## src/logic/bsr_pkg.sv

```systemverilog
// Constants and carrier types shared by the board system register bank
package bsr_pkg;

  // ----------------------------------------------------------------
  // I/O addresses of the registers
  // ----------------------------------------------------------------
  localparam logic [15:0] ADDR_FLASH = 16'h0078; // Flash page and boot control
  localparam logic [15:0] ADDR_WDOG  = 16'h0079; // Watchdog control
  localparam logic [15:0] ADDR_SELFTEST_PROGRESS  = 16'h0080; // Self-test progress code
  localparam logic [15:0] ADDR_STAT  = 16'h00E1; // Enum, stage-1 and supply status
  localparam logic [15:0] ADDR_BID   = 16'h00E2; // Board identity
  localparam logic [15:0] ADDR_SWMON = 16'h00E3; // Switch monitors
  localparam logic [15:0] ADDR_NET   = 16'h00E4; // Network and slot addressing
  localparam logic [15:0] ADDR_VIDEO = 16'h00E5; // Video and indicator control
  localparam logic [15:0] ADDR_HIDX  = 16'h00E6; // Host function index
  localparam logic [15:0] ADDR_HDATA = 16'h00E7; // Host function data
  localparam logic [15:0] ADDR_INT   = 16'h00E8; // Interrupt status and mask

  // ----------------------------------------------------------------
  // Reset values
  // ----------------------------------------------------------------
  localparam logic [7:0] RST_FLASH = 8'h00; // Flash control after init
  localparam logic [7:0] RST_REG   = 8'h00; // Every other plain register
  localparam logic [3:0] RST_IMASK = 4'h4;  // Mask half of the interrupt register
  localparam logic [7:0] RD_FLOAT  = 8'hFF; // Answer for an unmapped read

  // ----------------------------------------------------------------
  // Field positions
  // ----------------------------------------------------------------
  localparam int          FL_OVR_BIT  = 7;      // Boot-source override
  localparam int          FL_PAGE_LSB = 4;      // Page select, bits 6..4
  localparam int          FL_PAGE_W   = 3;      // Width of page select
  localparam int          FL_SCR_BIT  = 2;      // Scratch bit
  localparam int          FL_WE_BIT   = 1;      // Flash write enable
  localparam logic [7:0]  FL_WMASK    = 8'hF6;  // Bits that hold a value
  localparam int          ST_ENUM_BIT = 0;      // Enumeration state
  localparam int          ST_NMI_BIT  = 1;      // Watchdog stage-1 timeout
  localparam int          ST_PSU_BIT  = 2;      // Power supply status
  localparam int          INT_MASK_W  = 4;      // Mask bits 3..0, status 7..4
  localparam int          HC_IDX_W    = 3;      // Index bits that select data
  localparam int          HC_N        = 8;      // Host function data entries
  localparam int          SENSE_W     = 16;     // Width of the sensed pin group

  // ----------------------------------------------------------------
  // Carrier types
  // ----------------------------------------------------------------
  typedef struct packed {
    logic        wr;     // Write strobe, one cycle
    logic        rd;     // Read strobe, one cycle
    logic [15:0] addr;   // I/O address
    logic [7:0]  wdata;  // Write data
  } bsr_io_req_t;

  typedef struct packed {
    logic       boot_sw;     // Boot-source switch, 1 = onboard flash
    logic       enum_state;  // Enumeration state
    logic       wd_stage1;   // Watchdog stage-1 timeout seen
    logic       psu_ok;      // Power supply status
    logic [7:0] switches;    // Switch monitor inputs
    logic [3:0] int_status;  // Raw interrupt status
  } bsr_sense_t;

  typedef struct packed {
    logic [7:0] wdog;      // Watchdog control byte
    logic [7:0] selftest_progress;      // Latched self-test progress code
    logic [7:0] board_identity;  // Board identity byte
    logic [7:0] net;       // Network and slot addressing byte
    logic [7:0] video;     // Video and indicator byte
    logic [7:0] hidx;      // Host function index
    logic [3:0] imask;     // Interrupt mask bits
  } bsr_ctl_t;

endpackage

```

## src/logic/bsr_sync.sv

```systemverilog
// Three-stage pin synchroniser with agreement filter
`timescale 1ns/1ps

module bsr_sync #(
  parameter int W = 16  // Number of bits synchronised
) (
  input  wire logic         ref_clk, // System clock
  input  wire logic         rst,     // Synchronous reset, active high
  input  wire logic [W-1:0] din,     // Asynchronous pin levels
  output logic      [W-1:0] dout     // Filtered, registered levels
);

  // ----------------------------------------------------------------
  // State
  // ----------------------------------------------------------------
  typedef struct packed {
    logic [W-1:0] s1;  // First stage, read only by the second
    logic [W-1:0] s2;  // Second stage
    logic [W-1:0] s3;  // Third stage
    logic [W-1:0] q;   // Accepted value
  } bsr_sync_st_t;

  bsr_sync_st_t st_q;  // Registered state
  bsr_sync_st_t st_d;  // Next state
  logic [W-1:0] acc;   // Per-bit accepted next value

  // ----------------------------------------------------------------
  // Per-bit filter: accept only when stages two and three agree
  // ----------------------------------------------------------------
  for (genvar i = 0; i < W; i++) begin : g_bit
    assign acc[i] = (st_q.s2[i] == st_q.s3[i]) ? st_q.s3[i] : st_q.q[i];
  end

  // Shift chain and accepted value
  always_comb begin
    st_d    = st_q;
    st_d.s1 = din;
    st_d.s2 = st_q.s1;
    st_d.s3 = st_q.s2;
    st_d.q  = acc;
  end

  // Register the whole state
  always_ff @(posedge ref_clk) begin
    if (rst) begin
      st_q <= '0;
    end else begin
      st_q <= st_d;
    end
  end

  assign dout = st_q.q;

endmodule

```

## src/logic/bsr_top.sv

```systemverilog
// Board system register bank on the processor I/O port
//
// What this block does
// - Byte registers decoded at fixed I/O addresses
// - Flash control clears on init or reset
// - Bit 7 overrides boot switch, forces flash
// - Bits 6..4 drive flash lines A24..A22
// - Page zero after reset exposes firmware
// - Bit 2 is a plain scratch bit
// - Status register read-only, writes ignored
// - Interrupt register mixes status, mask; 04h
// - Index selects what data register reaches
`timescale 1ns/1ps

module bsr_top (
  input  wire logic                ref_clk,        // System clock, 100 MHz
  input  wire logic                rst,            // Board init/reset, active high
  input  wire bsr_pkg::bsr_io_req_t io_req,        // I/O cycle from the processor
  output logic [7:0]               io_rdata,       // Read data, registered
  output logic                     io_rack,        // Read answer pulse
  input  wire bsr_pkg::bsr_sense_t sense_in,       // Asynchronous board pins
  input  wire logic                flash_we_req_n, // Flash write request, low
  output logic                     flash_we_n,     // Gated flash write, low
  output logic [2:0]               flash_page,     // Flash A24..A22
  output logic                     boot_from_flash,// Boot from onboard flash
  output bsr_pkg::bsr_ctl_t        ctl_out         // Control register contents
);
  import bsr_pkg::*;

  // ----------------------------------------------------------------
  // State
  // ----------------------------------------------------------------
  typedef struct packed {
    logic [7:0]            flash;  // Flash page and boot control
    logic [7:0]            wdog;   // Watchdog control
    logic [7:0]            selftest_progress;   // Self-test progress code
    logic [7:0]            bid;    // Board identity
    logic [7:0]            net;    // Network and slot addressing
    logic [7:0]            video;  // Video and indicator control
    logic [7:0]            hidx;   // Host function index
    logic [HC_N-1:0][7:0]  hdata;  // Host function data entries
    logic [INT_MASK_W-1:0] imask;  // Interrupt mask bits
    logic [7:0]            rdata;  // Read data holding register
    logic                  rack;   // Read answer
  } bsr_st_t;

  bsr_st_t    st_q;      // Registered state
  bsr_st_t    st_d;      // Next state
  bsr_sense_t sns;       // Synchronised pins
  logic [7:0] stat_val;  // Live status byte
  logic [7:0] int_val;   // Live interrupt byte
  logic [7:0] rd_val;    // Selected read value
  logic       mapped;    // Address hits a register

  // ----------------------------------------------------------------
  // Pin synchroniser
  // ----------------------------------------------------------------
  // All sensed pins come from off-board switches or other logic with
  // no clock relation, so they pass the filter together.
  bsr_sync #(
    .W (SENSE_W)
  ) u_sync (
    .ref_clk (ref_clk),
    .rst     (rst),
    .din     (sense_in),
    .dout    (sns)
  );

  // ----------------------------------------------------------------
  // Status bytes built from synchronised pins
  // ----------------------------------------------------------------
  // Status is never stored; it reflects pins as they stand.
  always_comb begin
    stat_val              = 8'h00;
    stat_val[ST_ENUM_BIT] = sns.enum_state;
    stat_val[ST_NMI_BIT]  = sns.wd_stage1;
    stat_val[ST_PSU_BIT]  = sns.psu_ok;
  end

  // Upper nibble is live status, lower nibble the stored mask
  assign int_val = {sns.int_status, st_q.imask};

  // ----------------------------------------------------------------
  // Read selection
  // ----------------------------------------------------------------
  always_comb begin
    mapped = 1'b1;
    if (io_req.addr == ADDR_FLASH) begin
      rd_val = st_q.flash;                    // Reserved bits held at 0
    end else if (io_req.addr == ADDR_WDOG) begin
      rd_val = st_q.wdog;
    end else if (io_req.addr == ADDR_SELFTEST_PROGRESS) begin
      rd_val = 8'h00;                         // Code is write only
    end else if (io_req.addr == ADDR_STAT) begin
      rd_val = stat_val;
    end else if (io_req.addr == ADDR_BID) begin
      rd_val = st_q.bid;
    end else if (io_req.addr == ADDR_SWMON) begin
      rd_val = sns.switches;
    end else if (io_req.addr == ADDR_NET) begin
      rd_val = st_q.net;
    end else if (io_req.addr == ADDR_VIDEO) begin
      rd_val = st_q.video;
    end else if (io_req.addr == ADDR_HIDX) begin
      rd_val = st_q.hidx;
    end else if (io_req.addr == ADDR_HDATA) begin
      rd_val = st_q.hdata[st_q.hidx[HC_IDX_W-1:0]];
    end else if (io_req.addr == ADDR_INT) begin
      rd_val = int_val;
    end else begin
      // No register answers; io_rack still pulses and the data floats high
      rd_val = RD_FLOAT;
      mapped = 1'b0;
    end
  end

  // ----------------------------------------------------------------
  // Next-state logic: writes and read capture
  // ----------------------------------------------------------------
  always_comb begin
    st_d      = st_q;
    st_d.rack = io_req.rd;
    // Read data holds until the next read
    if (io_req.rd) begin
      st_d.rdata = rd_val;
    end
    if (io_req.wr) begin
      if (io_req.addr == ADDR_FLASH) begin
        // Reserved bits 3 and 0 are dropped, so a careless write
        // cannot leave a stray one behind
        st_d.flash = io_req.wdata & FL_WMASK;
      end else if (io_req.addr == ADDR_WDOG) begin
        st_d.wdog = io_req.wdata;
      end else if (io_req.addr == ADDR_SELFTEST_PROGRESS) begin
        st_d.selftest_progress = io_req.wdata;
      end else if (io_req.addr == ADDR_BID) begin
        st_d.bid = io_req.wdata;
      end else if (io_req.addr == ADDR_NET) begin
        st_d.net = io_req.wdata;
      end else if (io_req.addr == ADDR_VIDEO) begin
        st_d.video = io_req.wdata;
      end else if (io_req.addr == ADDR_HIDX) begin
        st_d.hidx = io_req.wdata;
      end else if (io_req.addr == ADDR_HDATA) begin
        st_d.hdata[st_q.hidx[HC_IDX_W-1:0]] = io_req.wdata;
      end else if (io_req.addr == ADDR_INT) begin
        // Only the mask half takes the write
        st_d.imask = io_req.wdata[INT_MASK_W-1:0];
      end else begin
        // Status, switch and unmapped writes fall here, ignored
        st_d.rack = io_req.rd;
      end
    end
  end

  // ----------------------------------------------------------------
  // State register
  // ----------------------------------------------------------------
  // Data entries have no defined value; cleared anyway for clean sims.
  always_ff @(posedge ref_clk) begin
    if (rst) begin
      st_q       <= '0;
      st_q.flash <= RST_FLASH;
      st_q.imask <= RST_IMASK;
      st_q.wdog  <= RST_REG;
      st_q.hidx  <= RST_REG;
    end else begin
      st_q <= st_d;
    end
  end

  // ----------------------------------------------------------------
  // Outputs
  // ----------------------------------------------------------------
  assign io_rdata   = st_q.rdata;
  assign io_rack    = st_q.rack;
  assign flash_page = st_q.flash[FL_PAGE_LSB +: FL_PAGE_W];
  // Override forces flash boot, otherwise the switch decides
  assign boot_from_flash = st_q.flash[FL_OVR_BIT] | sns.boot_sw;
  // Program and erase pulses pass only while enabled
  assign flash_we_n = flash_we_req_n | ~st_q.flash[FL_WE_BIT];

  always_comb begin
    ctl_out          = '0;
    ctl_out.wdog     = st_q.wdog;
    ctl_out.selftest_progress     = st_q.selftest_progress;
    ctl_out.board_identity = st_q.bid;
    ctl_out.net      = st_q.net;
    ctl_out.video    = st_q.video;
    ctl_out.hidx     = st_q.hidx;
    ctl_out.imask    = st_q.imask;
  end
endmodule

```

## config.mk

```make
export PLATFORM = sky130hd
export DESIGN_NAME = bsr_top
export DESIGN_NICKNAME = d
export VERILOG_FILES = /design/src/logic/bsr_pkg.sv /design/src/logic/bsr_sync.sv /design/src/logic/bsr_top.sv
export SDC_FILE = /design/constraint.sdc
export NUM_CORES = 1
export LEC_CHECK = 0
export BUFFER_PORTS_ARGS = -buffer_cell sky130_fd_sc_hd__buf_2
export CAP_MARGIN = 20
export CELL_PAD_IN_SITES_DETAIL_PLACEMENT = 0
export CELL_PAD_IN_SITES_GLOBAL_PLACEMENT = 1
export CORE_AREA = 4 4 214 112
export DETAILED_ROUTE_END_ITERATION = 12
export DIE_AREA = 0 0 218 116
export PLACE_DENSITY_LB_ADDON = 0.1
export SYNTH_ARGS = -nofsm -noshare
export SYNTH_HDL_FRONTEND = slang
export SYNTH_SLANG_ARGS = --single-unit
```

## constraint.sdc

```tcl
create_clock -name ref_clk -period 2.3 [get_ports ref_clk]
set_input_delay 0.345 -clock ref_clk [delete_from_list [all_inputs] [get_ports ref_clk]]
set_output_delay 0.345 -clock ref_clk [all_outputs]
set_load 0.05 [all_outputs]
```

## Word-level counts from Yosys, hierarchy flattened

Cells that the tools add are included.

| word-level totals | value |
|---|---|
| flip-flop bits (word level) | 195 |
| bits of input ports | 45 |
| output and inout port bits | 66 |

| operators by class | value |
|---|---|
| $lt $le $gt $ge | 2 |
| equal/unequal tests | 27 |
| multiplexer cells | 16 |
| bitwise operators | 11 |
| reduce and logical (&&, ||, !) cells | 10 |

Operators by type and width:

| kind | number |
|---|---|
| 16-bit by 8-bit == test with 1-bit output, second input constant | 9 |
| 8-bit two-way mux | 13 |
| 64-bit bitwise mux | 1 |
| 16-bit by 7-bit == test with 1-bit output, second input constant | 2 |
| 8-bit binary-select mux with 3-bit select | 1 |
| 8-bit demux with 3-bit select | 1 |
| 1-bit == test | 16 |
| 10-bit AND reduction | 1 |
| 1-bit inverter | 9 |
| 9-bit AND reduction | 1 |
| 8-bit AND reduction | 1 |
| 7-bit AND reduction | 1 |
| 6-bit AND reduction | 1 |
| 5-bit AND reduction | 1 |
| 3-bit by 4-bit < comparator with 1-bit output, second input constant | 1 |
| 4-bit AND reduction | 1 |
| 3-bit by 1-bit >= comparator with 1-bit output, second input constant | 1 |
| 3-bit AND reduction | 1 |
| 1-bit bitwise OR | 2 |
| 2-bit AND reduction | 1 |
| 1-bit logical AND | 1 |

## Longest topological paths before layout

| logic depth | value |
|---|---|
| depth after elaboration | 12 |
| gate-level depth with buffers | 9 |
| mapped depth without buffers | 6 |

## Hierarchy

Synthesis repeated with hierarchy kept, for this count alone.

| unflattened totals | value |
|---|---|
| cells, all modules | 986 |
| area, all modules | 9017.4 um2 |

By module, submodules not included:

| module | times used | cells each | area an instance (um2) | sequential area each (um2) |
|---|---|---|---|---|
| bsr_top | 1 | 803 | 6846.6 | 2622.5 |
| bsr_sync | 1 | 183 | 2170.8 | 1281.2 |

## Least setup slack after synthesis

No wires, ideal clock.

| timing | value |
|---|---|
| kind | input-to-reg |
| start point | in io_req[21] (netlist bit) |
| end point | reg st_q[45] (netlist bit) |
| arrival time | 2125 ps |
| slack | 47 ps |
| stages on the path | 7 |
| path buffers | 1 |
| cells stage by stage | nor4_4 > nand4_1 > or4_1 > buf_2 > nor3_4 > mux2i_1 > nor2_1 |

| on the way | value |
|---|---|
| longest elaborated chain between the ends | 3 |

Ends and longest elaborated chain:

| element | line | source |
|---|---|---|
| from (decl) | bsr_top.sv:18 | `input wire bsr_pkg::bsr_io_req_t io_req,` |
| 16-bit by 8-bit == test with 1-bit output, or another cell as far along | bsr_top.sv:142 | `end else if (io_req.addr == ADDR_HIDX) begin` |
| 1-bit inverter (no source line) | -- |  |
| 9-bit AND reduction (no source line) * | -- |  |
| to (signal assigned) | bsr_top.sv:168 | `st_q <= st_d;` |
| to (decl) | bsr_top.sv:47 | `bsr_st_t st_q;` |

Every way passes the cells marked *; elsewhere a longest branch is shown, timed or not.
A chain may end at the register's enable or synchronous reset.

## Final worst setup path

| timing | value |
|---|---|
| start point | reg st_q (netlist bit ctl_out[4]) |
| end point | reg st_q (netlist bit io_rdata[2]) |

| on the way | value |
|---|---|
| longest elaborated chain between the ends | 12 |

Ends and longest elaborated chain:

| element | line | source |
|---|---|---|
| 8-bit binary-select mux with 3-bit select | bsr_top.sv:107 | `rd_val = st_q.hdata[st_q.hidx[HC_IDX_W-1:0]];` |
| 8-bit two-way mux (not written as such) | bsr_top.sv:107 |  |
| 8-bit two-way mux | bsr_top.sv:106 | `end else if (io_req.addr == ADDR_HDATA) begin` |
| 8-bit two-way mux | bsr_top.sv:104 | `end else if (io_req.addr == ADDR_HIDX) begin` |
| 8-bit two-way mux | bsr_top.sv:102 | `end else if (io_req.addr == ADDR_VIDEO) begin` |
| 8-bit two-way mux | bsr_top.sv:100 | `end else if (io_req.addr == ADDR_NET) begin` |
| 8-bit two-way mux | bsr_top.sv:98 | `end else if (io_req.addr == ADDR_SWMON) begin` |
| 8-bit two-way mux | bsr_top.sv:96 | `end else if (io_req.addr == ADDR_BID) begin` |
| 8-bit two-way mux | bsr_top.sv:94 | `end else if (io_req.addr == ADDR_STAT) begin` |
| 8-bit two-way mux | bsr_top.sv:92 | `end else if (io_req.addr == ADDR_SELFTEST_PROGRESS) begin` |
| 8-bit two-way mux | bsr_top.sv:90 | `end else if (io_req.addr == ADDR_WDOG) begin` |
| 8-bit two-way mux | bsr_top.sv:88 | `if (io_req.addr == ADDR_FLASH) begin` |

Every way passes these cells. The select of a mux whose other input is x is not followed.

==> results.cfg <==
[critical_path]
crit-reg2reg-launch = ctl_out[4]
worst_r2r_path_depth = 8
cp.arrival_ns = 2.56
path_class = register to register
cp-start-kind = register
slowest_delay_ns = 0.41
endpoint_kind = register
slowest_stage = or3_1
required_ns = 2.67
r2r_slack_ns = 0.11
path_max_fanout = 8
critPathLaunch = ctl_out[4]
cp_cell_sequence = buf_12, buf_4, nor4_1, a211oi_2, o221ai_1, or3_1, a211oi_1, a2bb2oi_1
worstReg2RegEnd = io_rdata[2]

[cts]
numCtsBuffers = 17
postCtsHoldBufs = 0
clk_pin_slew_ns = 0.07
cts_tree = done
clock_sinks = 195
root_buffer = clkbuf_16
htree_levels = 4
ctsLongestPathBuffers = 2
cts_setup_buffers = 0
clock_latency_ns = 0.45

[detailed_routing]
remaining_drc_errors = 0
num_vias = 7258
routedWlPerCell_um = 21.0
antenna_left = 0
drt_first_pass_iters = 5
initialDrtViolationCount = 783
routed_wl_um = 29300
via_per_inst = 5.21

[synth]
synth-edff-count = 0
synthDistinctLibCells = 59
syn_avg_cell_area_um2 = 8.80
ys_warn_count = 0
yosysSeqAreaShare_pct = 45.9
netlist_instances = 966
syn-num-nets = 1011
ys_ff_latch = 195
synthArstFlopShare_pct = 0
synthesis.area_mm2 = 0.00850
ys.flop_type = dfxtp_1

[job]
maxCapViolations = 0

[floorplanning]
core_mm2 = 0.0223
initial_core_util_pct = 38.2
fp-row-count = 39
die-height_um = 116
die_area_mm2 = 0.0253
io_pins = 111
die_w_um = 218

[power]
pwr-share-clk_pct = 44.1
peakVddDrop_v = 0.000354
power.internal_uw = 5240
p_seq_share_pct = 50.1
power_density_mw_per_mm2 = 674
p_switching_uw = 1630
swShare_pct = 23.8
combPwrFrac_pct = 5.8
p_leak_uw = 0.00429

[sta]
fin_crit_sh_pct = 95.3
setup_viol = 0
fin_skew_ns = 0.0133
final_hold_viol_count = 0
slew_violations = 0
worst_pin_slew_ns = 0.669
slew_headroom_pct = 54.8
whs_ns = 0.103
period_needed_ns = 2.19
rsz0062_at_grt = no
clock.fmax_mhz = 456

[placement]
dp_hpwl_um = 22000
dp_cells = 1362
io_buffers = 110
gp_congestion = 0.917
place_area_mm2 = 0.00957

[global_routing]
antenna_found_initial = 0
grt_pass1_wl_um = 44000
grt_start_max_net_pins = 74
grt_util_all_layers_pct = 23.8
gr-total-overflow = 0
grt_pass1_vias = 6748

[worst_hold_path]
hold_class = input pin to register
holdPathEnd = u_sync.st_d[47]
min_from = sense_in[15]
whs_path_depth = 2

[layout]
final_common_cell = dfxtp_1
diodes = 0
finalInstanceArea_mm2 = 0.0102
final_cell_mix = dfxtp_1, nand2_1, buf_2
stdcell_count = 1393
drive_above_1_share_pct = 24.8
fin_nets = 1119
syn2layout_area_growth_pct = 19.8
n_fill_cell = 2220

[status]
outcome = finished clean
==> layout make-up <==
cell class                 count  area (um2)  area share (%)
tap                          307         384            3.77
clock buffer                  20         467            4.58
multi-input combinational    639        3890            38.2
timing repair buffer         209        1380            13.5
clock inverter                11         124            1.22
sequential                   195        3900            38.3
inverter                      12        45.0           0.442
==> sequential cells by signal (all words and copies together) (netlist names) <==
register,flops
ctl_out,52
flash_page,3
io_rack,1
io_rdata,8
st_q,67
u_sync.dout,16
u_sync.st_d,32
u_sync.st_q,16
==> power by group through the flow <==
stage	sequential, uW	clock [uW]	combinational [uW]
after floorplan	3510	0	219
after global placement	3520	0	392
after detailed placement	3520	0	391
after CTS	3440	3090	393
after global routing	3440	3240	427
final	3440	3030	399
==> worst max-delay path by stage <==
stage | slack, ns | cells past startpoint | to
6_report | 0.11 | 8 | io_rdata[2]
5_1_grt | 0.01 | 7 | st_q[74]
4_1_cts | 0.09 | 8 | io_rdata[4]
3_5_place_dp | -0.23 | 9 | st_q[71]
3_3_place_gp | -0.18 | 9 | st_q[70]
2_1_floorplan | 0.05 | 7 | st_q[45]
==> synth_stat cells, types with 2 or more instances <==
cell,n,share of area (%)
o31a_1,2,0.21
nor2_1,104,4.6
o22ai_1,6,0.44
buf_4,63,5.6
buf_2,2,0.12
clkbuf_1,49,2.2
nor3b_1,4,0.35
nand2_1,110,4.9
nand4_1,9,0.66
or3_1,3,0.22
nand3_1,9,0.53
o32ai_1,6,0.62
nor4bb_1,2,0.24
nor4b_1,2,0.21
a21oi_1,83,4.9
nand2b_1,6,0.44
dfxtp_1,195,46
mux4_2,6,1.6
or2_2,5,0.37
mux2_2,7,0.93
o21a_1,4,0.35
buf_1,6,0.26
nor4_1,7,0.51
and2_1,3,0.22
or4_1,5,0.44
inv_1,11,0.49
a211oi_1,6,0.53
and3_1,2,0.15
a2bb2oi_1,3,0.31
nor3_1,22,1.3
a211o_1,2,0.21
o21ai_0,54,3.2
o32a_1,2,0.24
nor2b_1,51,3.8
o31ai_1,3,0.26
mux2i_1,82,9.7
o221ai_1,7,0.72
nor2_2,2,0.15
==> critical path, delay by kind of cell, from the launching register on <==
kind	cells	cell delay [ns]
AO/OA/AOI/OAI	4	0.93
buffers and inverters	2	0.31
flip-flops	1	0.37
AND/OR/NAND/NOR	2	0.49
==> metrics by stage <==
stage	TNS [ns]	power (uW)	utilization, %	worst slack [ns]
after floorplan	0	3730	-	0.0470
after global placement	-8.87	3910	43.0	-0.176
after detailed placement	-11.04	3910	43.0	-0.227
after CTS	0	6930	45.7	0.0881
after global routing	0	7110	45.8	0.00997
final	0	6870	45.8	0.108
==> timing repair <==
item                       in CTS  in global routing
pin swaps                       0                  1
gates resized for setup         2                  4
cloned                          0                  0
setup endpoints to repair       2                  5
==> kinds of logic after synthesis <==
kind of cell / after synthesis / synth area share, %
AND/OR/NAND/NOR: 353 / 20.0
flip-flops: 195 / 45.9
AO/OA/AOI/OAI: 191 / 13.3
buffers and inverters: 132 / 8.64
multiplexers: 95 / 12.2
==> metal layers <==
layer | wire length [um] | global-route usage, % | up-vias
met5 | 0 | 0 | -
met4 | 299 | 5.22 | 0
met3 | 3030 | 8.99 | 23
met2 | 9900 | 27.5 | 293
met1 | 16100 | 39.1 | 3440
li1 | - | - | 3502
No activity file was read; power rests on OpenSTA's default activity.
